## src/common/pxg_pkg.sv

```systemverilog
package pxg_pkg;
  localparam int unsigned PXG_NUM_PINS = 6;
  localparam int unsigned PXG_AW       = 8;
  localparam int unsigned PXG_DW       = 8;
  // register offsets
  localparam logic [7:0] PXG_OFS_PIN_DRIVE_HIGH  = 8'h10;
  localparam logic [7:0] PXG_OFS_PIN_DRIVE_LOW   = 8'h11;
  localparam logic [7:0] PXG_OFS_PIN_LEVEL_MON   = 8'h12;
  localparam logic [7:0] PXG_OFS_PIN_DIRECTION   = 8'h13;
  localparam logic [7:0] PXG_OFS_EDGE_FLAGS      = 8'h14;
  localparam logic [7:0] PXG_OFS_RISING_ARM      = 8'h15;
  localparam logic [7:0] PXG_OFS_FALLING_ARM     = 8'h16;
  localparam logic [7:0] PXG_OFS_FUNC_SELECT     = 8'h17;
  // reset values
  localparam logic [7:0] PXG_RST_DIRECTION   = 8'h00;
  localparam logic [7:0] PXG_RST_EDGE_FLAGS  = 8'h00;
  localparam logic [7:0] PXG_RST_RISING_ARM  = 8'h00;
  localparam logic [7:0] PXG_RST_FALLING_ARM = 8'h00;
  localparam logic [7:0] PXG_RST_FUNC_SELECT = 8'h0f;
  localparam logic [7:0] PXG_RST_OUT_LEVEL   = 8'h00;
  // power-on release: cycles the supply-good level must stand before release
  localparam int unsigned PXG_POR_HOLD_CYC = 4;
endpackage

```

## src/rtl/pxg_por_sync.sv

```systemverilog
`timescale 1ns/1ps
module pxg_por_sync
  import pxg_pkg::*;
#(
  parameter int unsigned HOLD_CYC = PXG_POR_HOLD_CYC
) (
  input  wire logic ref_clk_i,
  input  wire logic rst_i,
  input  wire logic io_supply_ok_i,
  output logic      core_rst_o
);
  localparam int unsigned CW = $clog2(HOLD_CYC + 1);

  logic          sup_meta_ff;
  logic          sup_sync_ff;
  logic [CW-1:0] hold_cnt_ff;
  logic          core_rst_ff;

  // two-flop synchroniser; supply-good is not assumed clean
  always_ff @(posedge ref_clk_i or posedge rst_i) begin
    if (rst_i) begin
      sup_meta_ff <= 1'b0;
      sup_sync_ff <= 1'b0;
    end else begin
      sup_meta_ff <= io_supply_ok_i;
      sup_sync_ff <= sup_meta_ff;
    end
  end

  // stays in reset until supply has been valid for HOLD_CYC cycles
  always_ff @(posedge ref_clk_i or posedge rst_i) begin
    if (rst_i) begin
      hold_cnt_ff <= '0;
      core_rst_ff <= 1'b1;
    end else if (!sup_sync_ff) begin
      hold_cnt_ff <= '0;
      core_rst_ff <= 1'b1;
    end else if (hold_cnt_ff != CW'(HOLD_CYC)) begin
      hold_cnt_ff <= hold_cnt_ff + CW'(1);
      core_rst_ff <= 1'b1;
    end else begin
      core_rst_ff <= 1'b0;
    end
  end

  assign core_rst_o = core_rst_ff;
endmodule

```

## src/rtl/pxg_gpio_ctrl.sv

```systemverilog
// Operation
// - level monitor reads live pins, writes ignored
// - direction bit 0 input, 1 driven output
// - direction register resets to all zero
// - power-up leaves every pin undriven input
// - edge flags mark detected edges, reset zero
// - rising arm bit enables rising detection
// - armed edge sets that pin's flag
// - falling arm bit enables falling detection, same flags
// - function select 0 touch/ADC, 1 GPIO; reset 0x0f
// - held in reset until I/O supply valid
// - writing 1 to drive-high sets pin high
// - writing 1 to drive-low sets pin low
`timescale 1ns/1ps
module pxg_gpio_ctrl
  import pxg_pkg::*;
#(
  parameter int unsigned NUM_PINS = PXG_NUM_PINS,
  parameter int unsigned POR_HOLD = PXG_POR_HOLD_CYC
) (
  input  wire logic                ref_clk_i,
  input  wire logic                rst_i,
  input  wire logic                io_supply_ok_i,
  input  wire logic                reg_wr_i,
  input  wire logic                reg_rd_i,
  input  wire logic [PXG_AW-1:0]   reg_addr_i,
  input  wire logic [PXG_DW-1:0]   reg_wdata_i,
  output logic      [PXG_DW-1:0]   reg_rdata_o,
  output logic                     reg_rvalid_o,
  input  wire logic [NUM_PINS-1:0] pin_i,
  output logic      [NUM_PINS-1:0] pin_o,
  output logic      [NUM_PINS-1:0] pin_oe_o,
  output logic      [NUM_PINS-1:0] pin_gpio_mode_o
);
  localparam int unsigned NP = NUM_PINS;

  logic          core_rst;
  logic [NP-1:0] pin_meta_ff;
  logic [NP-1:0] pin_sync_ff;
  logic [NP-1:0] pin_prev_ff;
  logic [NP-1:0] direction_ff;
  logic [NP-1:0] out_level_ff;
  logic [NP-1:0] edge_flags_ff;
  logic [NP-1:0] rising_arm_ff;
  logic [NP-1:0] falling_arm_ff;
  logic [NP-1:0] func_sel_ff;
  logic [NP-1:0] pin_o_ff;
  logic [NP-1:0] pin_oe_ff;
  logic [NP-1:0] gpio_mode_ff;
  logic [PXG_DW-1:0] rdata_ff;
  logic          rvalid_ff;
  logic [NP-1:0] wdata_np;
  logic [NP-1:0] edge_hit;
  logic [NP-1:0] nxt_edge_flags;
  logic [NP-1:0] nxt_out_level;
  logic [PXG_DW-1:0] nxt_rdata;
  logic          wr_drive_high;
  logic          wr_drive_low;
  logic          wr_flags;
  logic          wr_dir;
  logic          wr_rise;
  logic          wr_fall;
  logic          wr_func;

  // supply loss resets every register below, just as rst_i does
  pxg_por_sync #(
    .HOLD_CYC (POR_HOLD)
  ) u_por (
    .ref_clk_i      (ref_clk_i),
    .rst_i          (rst_i),
    .io_supply_ok_i (io_supply_ok_i),
    .core_rst_o     (core_rst)
  );

  assign wdata_np = reg_wdata_i[NP-1:0];

  // decoded write strobes; writes to the monitor offset match nothing here
  assign wr_drive_high = reg_wr_i && reg_addr_i == PXG_OFS_PIN_DRIVE_HIGH;
  assign wr_drive_low  = reg_wr_i && reg_addr_i == PXG_OFS_PIN_DRIVE_LOW;
  assign wr_flags      = reg_wr_i && reg_addr_i == PXG_OFS_EDGE_FLAGS;
  assign wr_dir        = reg_wr_i && reg_addr_i == PXG_OFS_PIN_DIRECTION;
  assign wr_rise       = reg_wr_i && reg_addr_i == PXG_OFS_RISING_ARM;
  assign wr_fall       = reg_wr_i && reg_addr_i == PXG_OFS_FALLING_ARM;
  assign wr_func       = reg_wr_i && reg_addr_i == PXG_OFS_FUNC_SELECT;

  // pin synchroniser; only the second stage is read
  always_ff @(posedge ref_clk_i or posedge core_rst) begin
    if (core_rst) begin
      pin_meta_ff <= '0;
      pin_sync_ff <= '0;
    end else begin
      pin_meta_ff <= pin_i;
      pin_sync_ff <= pin_meta_ff;
    end
  end

  // one history stage for the edge compare
  always_ff @(posedge ref_clk_i or posedge core_rst) begin
    if (core_rst) begin
      pin_prev_ff <= '0;
    end else begin
      pin_prev_ff <= pin_sync_ff;
    end
  end

  // one-cycle hit per transition since prev follows sync
  for (genvar gi = 0; gi < NP; gi++) begin : g_edge
    logic rise_seen;
    logic fall_seen;

    assign rise_seen    = pin_sync_ff[gi] & ~pin_prev_ff[gi];
    assign fall_seen    = ~pin_sync_ff[gi] & pin_prev_ff[gi];
    assign edge_hit[gi] = (rising_arm_ff[gi] & rise_seen)
                        | (falling_arm_ff[gi] & fall_seen);
  end

  // set beats write-one-to-clear in the same cycle
  always_comb begin
    nxt_edge_flags = edge_flags_ff;
    if (wr_flags) begin
      nxt_edge_flags = edge_flags_ff & ~wdata_np;
    end
    nxt_edge_flags = nxt_edge_flags | edge_hit;
  end

  always_ff @(posedge ref_clk_i or posedge core_rst) begin
    if (core_rst) begin
      edge_flags_ff <= PXG_RST_EDGE_FLAGS[NP-1:0];
    end else begin
      edge_flags_ff <= nxt_edge_flags;
    end
  end

  always_comb begin
    nxt_out_level = out_level_ff;
    if (wr_drive_high) begin
      nxt_out_level = out_level_ff | wdata_np;
    end else if (wr_drive_low) begin
      nxt_out_level = out_level_ff & ~wdata_np;
    end
  end

  always_ff @(posedge ref_clk_i or posedge core_rst) begin
    if (core_rst) begin
      out_level_ff <= PXG_RST_OUT_LEVEL[NP-1:0];
    end else begin
      out_level_ff <= nxt_out_level;
    end
  end

  // configuration registers
  always_ff @(posedge ref_clk_i or posedge core_rst) begin
    if (core_rst) begin
      direction_ff   <= PXG_RST_DIRECTION[NP-1:0];
      rising_arm_ff  <= PXG_RST_RISING_ARM[NP-1:0];
      falling_arm_ff <= PXG_RST_FALLING_ARM[NP-1:0];
      func_sel_ff    <= PXG_RST_FUNC_SELECT[NP-1:0];
    end else begin
      if (wr_dir) begin
        direction_ff <= wdata_np;
      end
      if (wr_rise) begin
        rising_arm_ff <= wdata_np;
      end
      if (wr_fall) begin
        falling_arm_ff <= wdata_np;
      end
      if (wr_func) begin
        func_sel_ff <= wdata_np;
      end
    end
  end

  // pin drive; a touch/ADC pin is released so the alternate function owns it
  // latch follows set/clear on inputs too, so a later direction change drives it
  always_ff @(posedge ref_clk_i or posedge core_rst) begin
    if (core_rst) begin
      pin_o_ff     <= '0;
      pin_oe_ff    <= '0;
      gpio_mode_ff <= PXG_RST_FUNC_SELECT[NP-1:0];
    end else begin
      pin_o_ff     <= nxt_out_level;
      pin_oe_ff    <= direction_ff & func_sel_ff;
      gpio_mode_ff <= func_sel_ff;
    end
  end

  // read mux; monitor is read-only, writes to it fall through
  // drive offsets read back the latch and its inverse
  always_comb begin
    nxt_rdata = '0;
    unique case (reg_addr_i)
      PXG_OFS_PIN_DRIVE_HIGH: nxt_rdata[NP-1:0] = out_level_ff;
      PXG_OFS_PIN_DRIVE_LOW:  nxt_rdata[NP-1:0] = ~out_level_ff;
      PXG_OFS_PIN_LEVEL_MON:  nxt_rdata[NP-1:0] = pin_sync_ff;
      PXG_OFS_PIN_DIRECTION:  nxt_rdata[NP-1:0] = direction_ff;
      PXG_OFS_EDGE_FLAGS:     nxt_rdata[NP-1:0] = edge_flags_ff;
      PXG_OFS_RISING_ARM:     nxt_rdata[NP-1:0] = rising_arm_ff;
      PXG_OFS_FALLING_ARM:    nxt_rdata[NP-1:0] = falling_arm_ff;
      PXG_OFS_FUNC_SELECT:    nxt_rdata[NP-1:0] = func_sel_ff;
      default:                nxt_rdata = '0;
    endcase
  end

  // answer strobe: one cycle after each read
  always_ff @(posedge ref_clk_i or posedge core_rst) begin
    if (core_rst) begin
      rvalid_ff <= 1'b0;
    end else begin
      rvalid_ff <= reg_rd_i;
    end
  end

  // read data holds until the next read
  always_ff @(posedge ref_clk_i or posedge core_rst) begin
    if (core_rst) begin
      rdata_ff <= '0;
    end else if (reg_rd_i) begin
      rdata_ff <= nxt_rdata;
    end
  end

  assign reg_rdata_o     = rdata_ff;
  assign reg_rvalid_o    = rvalid_ff;
  assign pin_o           = pin_o_ff;
  assign pin_oe_o        = pin_oe_ff;
  assign pin_gpio_mode_o = gpio_mode_ff;
endmodule

```

## config.mk

```make
export PLATFORM = sky130hd
export DESIGN_NAME = pxg_gpio_ctrl
export DESIGN_NICKNAME = d
export VERILOG_FILES = /design/src/common/pxg_pkg.sv /design/src/rtl/pxg_por_sync.sv /design/src/rtl/pxg_gpio_ctrl.sv
export SDC_FILE = /design/constraint.sdc
export NUM_CORES = 1
export LEC_CHECK = 0
export BUFFER_PORTS_ARGS = -buffer_cell sky130_fd_sc_hd__clkbuf_2
export CAP_MARGIN = 20
export CORE_MARGIN = 3
export CORE_UTILIZATION = 30
export DETAILED_ROUTE_END_ITERATION = 10
export GPL_TIMING_DRIVEN = 0
export PLACE_DENSITY = 0.54
export SETUP_SLACK_MARGIN = 0.2
export SYNTH_ARGS = -nofsm -noshare
export SYNTH_HDL_FRONTEND = slang
export SYNTH_HIERARCHICAL = 1
export SYNTH_SLANG_ARGS = --single-unit
```

## constraint.sdc

```tcl
create_clock -name ref_clk_i -period 3 [get_ports ref_clk_i]
set_input_delay 0.6 -clock ref_clk_i [delete_from_list [all_inputs] [get_ports ref_clk_i]]
set_output_delay 0.6 -clock ref_clk_i [all_outputs]
set_load 0.05 [all_outputs]
```

==> results.yml <==
drt:
  viasPerCell: 4.646
  ant_nets: 0
  drcViolationCount: 0
  dr.pass1.iters: 4
  drt_iter0_markers: 114
  vias: 2151
  wire_per_inst_um: 15.01
  routed_wl_um: 6951
power:
  combPwrFrac: 0.100
  swShare: 0.2605
  seqPwrFrac: 0.544
  p_leak_nw: 1.867
  internal_power_w: 0.001621
  clkPwrFrac: 0.356
  power_density_nw_per_um2: 564.0
  power.net_switching_w: 0.0005710
  ir_drop_mv: 0.2809
  p_total_w: 0.002192
clocking:
  cts_tree: "done"
  clockBufferDepth: 2
  cts_buffers: 9
  cts-resized-gates: 0
  cts.sinks: 79
  path_clk_slew_ns: 0.08
  cts-root-buf: "clkbuf_8"
  post-cts-setup-buffers: 0
  cts_hold_buf: 0
  htree_levels: 3
  clock_latency_ns: 0.35
status:
  outcome: "complete, no violations"
sta:
  setup_violations: 0
  fin_crit_sh: 0.6886
  hold_violations: 0
  setup_ws_ns: 0.9341
  timing.slew.headroom: 0.4362
  slew_violations: 0
  fmax_ghz: 0.4840
  period_minus_slack_ns: 2.066
  fin_skew_ns: 0.01019
  rsz0062_at_grt: "no"
  tightestPinTransition_ns: 0.8388
critical_path:
  cp.arrival_ns: 2.30
  timing.rr.start: "pin_sync_ff[2]"
  r2r_cells: 4
  end_kind: "register"
  regToRegEndpoint: "reg_rdata_o[2]"
  crit_end: "func_sel_ff[4]"
  crit_type: "in2reg"
  critPathMaxFanout: 6
  critPathRequiredTime_ns: 3.24
  start_kind: "input port"
  cp-startpoint: "reg_addr_i[7]"
  r2r_setup_slack_ns: 1.72
floorplan:
  core-area_sq_um: 10420
  die_w_um: 110.1
  io_pins: 54
  initial_core_util: 0.3123
  fp.dieH_um: 110.1
  dieArea_sq_um: 12130
  rows: 37
global_route:
  antenna_found_initial: 0
  grt_usage: 0.1234
  grt_pass1_wl_um: 11050
  grt_max_degree: 55
  grt_pass1_vias: 2060
  grt_overflow_total: 0
placed_design:
  gp_congestion: 0.8557
  io_buffers: 48
  dp_slack_ns: 0.5517
  place.detailed.hpwl_um: 4757
layout:
  multiInputGateArea_sq_um: 1184
  final_util: 0.3731
  layout-drive-gt1-share: 0.3333
  fillers: 1038
  fin_nets: 351
  area_growth_pct: 19.46
  seqCellArea_sq_um: 1988
  final_cell_mix: "70 x dfrtp_1, 49 x clkbuf_2, 29 x nand2_1"
  antennaDiodeCount: 0
  layout_commonest_cell: "dfrtp_1"
yosys:
  ys.flop_type: "dfrtp_1"
  synthCells: 261
  synth_edf_count: 0
  async_flop_share: 1.000
  ys_seq_area_frac: 0.6112
  netlist_area_sq_um: 3253
  ys_warn_count: 6
  synth.avg_cell_area_sq_um: 12.46
  synth_cell_type_count: 36
  ys_ff_latch: 79
run:
  drv_cap: 0
worst_hold_path:
  hold_path_class: "in2async"
[power by group through the flow]
stage	combinational (W)	clock [W]	sequential [W]
global route	0.000245	0.000845	0.00120
CTS	0.000224	0.000804	0.00119
floorplan	0.000129	0	0.00123
finish	0.000220	0.000780	0.00119
detailed placement	0.000224	0	0.00121
global placement	0.000216	0	0.00121
[Yosys cell counts, types with 3 or more instances]
| cell | n | area [sq um] |
|---|---|---|
| o22ai_1 | 10 | 62.56 |
| mux2i_1 | 12 | 120.1 |
| inv_1 | 12 | 45.04 |
| nand2b_1 | 14 | 87.58 |
| o21ai_0 | 4 | 20.02 |
| dfstp_2 | 9 | 236.5 |
| nand2_1 | 29 | 108.9 |
| dfrtp_1 | 70 | 1752 |
| a311oi_1 | 6 | 52.55 |
| clkbuf_1 | 4 | 15.01 |
| nand3b_1 | 10 | 75.07 |
| mux2_2 | 25 | 281.5 |
| a21oi_1 | 6 | 30.03 |
| a22o_1 | 6 | 52.55 |
| or3_1 | 3 | 18.77 |
| and2_1 | 6 | 37.54 |
| nand3_1 | 3 | 15.01 |
| nor2_1 | 4 | 15.01 |
| a21o_1 | 6 | 45.04 |
[layout make-up]
type,count,share of cell area
Clock inverter,6,0.01578
Inverter,12,0.01223
Clock buffer,10,0.03284
Tap cell,136,0.04379
Multi-Input combinational cell,163,0.3046
Timing Repair Buffer,49,0.06890
Sequential cell,79,0.5116
Buffer,8,0.01030
[worst min path at each step]
stage / end / depth (start not counted) / slack [ns] / from
after floorplan: pin_sync_ff[0] / 0 / 0.33 / pin_meta_ff[0]
after global placement: u_por/sup_sync_ff / 0 / 0.33 / u_por/sup_meta_ff
after detailed placement: rising_arm_ff[4] / 1 / 0.21 / u_por/core_rst_o
after CTS: u_por/hold_cnt_ff[1] / 2 / 0.12 / rst_i
after global routing: u_por/hold_cnt_ff[1] / 2 / 0.12 / rst_i
final: u_por/sup_meta_ff / 2 / 0.12 / rst_i
[per-layer routing]
layer	part of all wire	global-route usage	wire [um]
met1	0.49	0.1771	3433
met2	0.44	0.1772	3057
met3	0.048	0.02796	333
met4	0.018	0.05541	128
met5	0	0	0
[critical path: stages]
cell      delay [ns]
clkbuf_2        0.08
or3b_4          0.43
nor3_1          0.31
nand3_1         0.46
mux2_2          0.42
[state kept, by name, indices dropped and copies added (netlist names), 3 cells and up, named ones only]
name / count
u_por/hold_cnt_ff: 3
rising_arm_ff: 6
pin_meta_ff: 6
pin_sync_ff: 6
falling_arm_ff: 6
pin_gpio_mode_o: 6
pin_prev_ff: 6
func_sel_ff: 6
direction_ff: 6
edge_flags_ff: 6
pin_oe_o: 6
reg_rdata_o: 6
[through the flow]
| step | cell area (sq um) | instances | setup TNS [ns] | hold slack [ns] |
|---|---|---|---|---|
| after floorplan | 3257 | 262 | 0 | 0.3312 |
| after global placement | 3667 | 446 | -2.117 | 0.3333 |
| after detailed placement | 3697 | 447 | 0 | 0.2133 |
| after CTS | 3886 | 463 | 0 | 0.1154 |
| after global routing | 3886 | 463 | 0 | 0.1225 |
| final | 3886 | 463 | 0 | 0.1237 |
[cells by family (layout without fill, tap and decap cells)]
kind of cell,after synthesis,in the layout,share of synthesized area
buf+inv,20,85,0.02615
fa+ha+maj,2,2,0.007691
mux,37,37,0.1235
other cells,1,2,0.001153
flops,79,79,0.6112
compound gates,42,42,0.09039
simple gates,80,80,0.1400
Note: power is estimated with default switching activity, not from simulation.
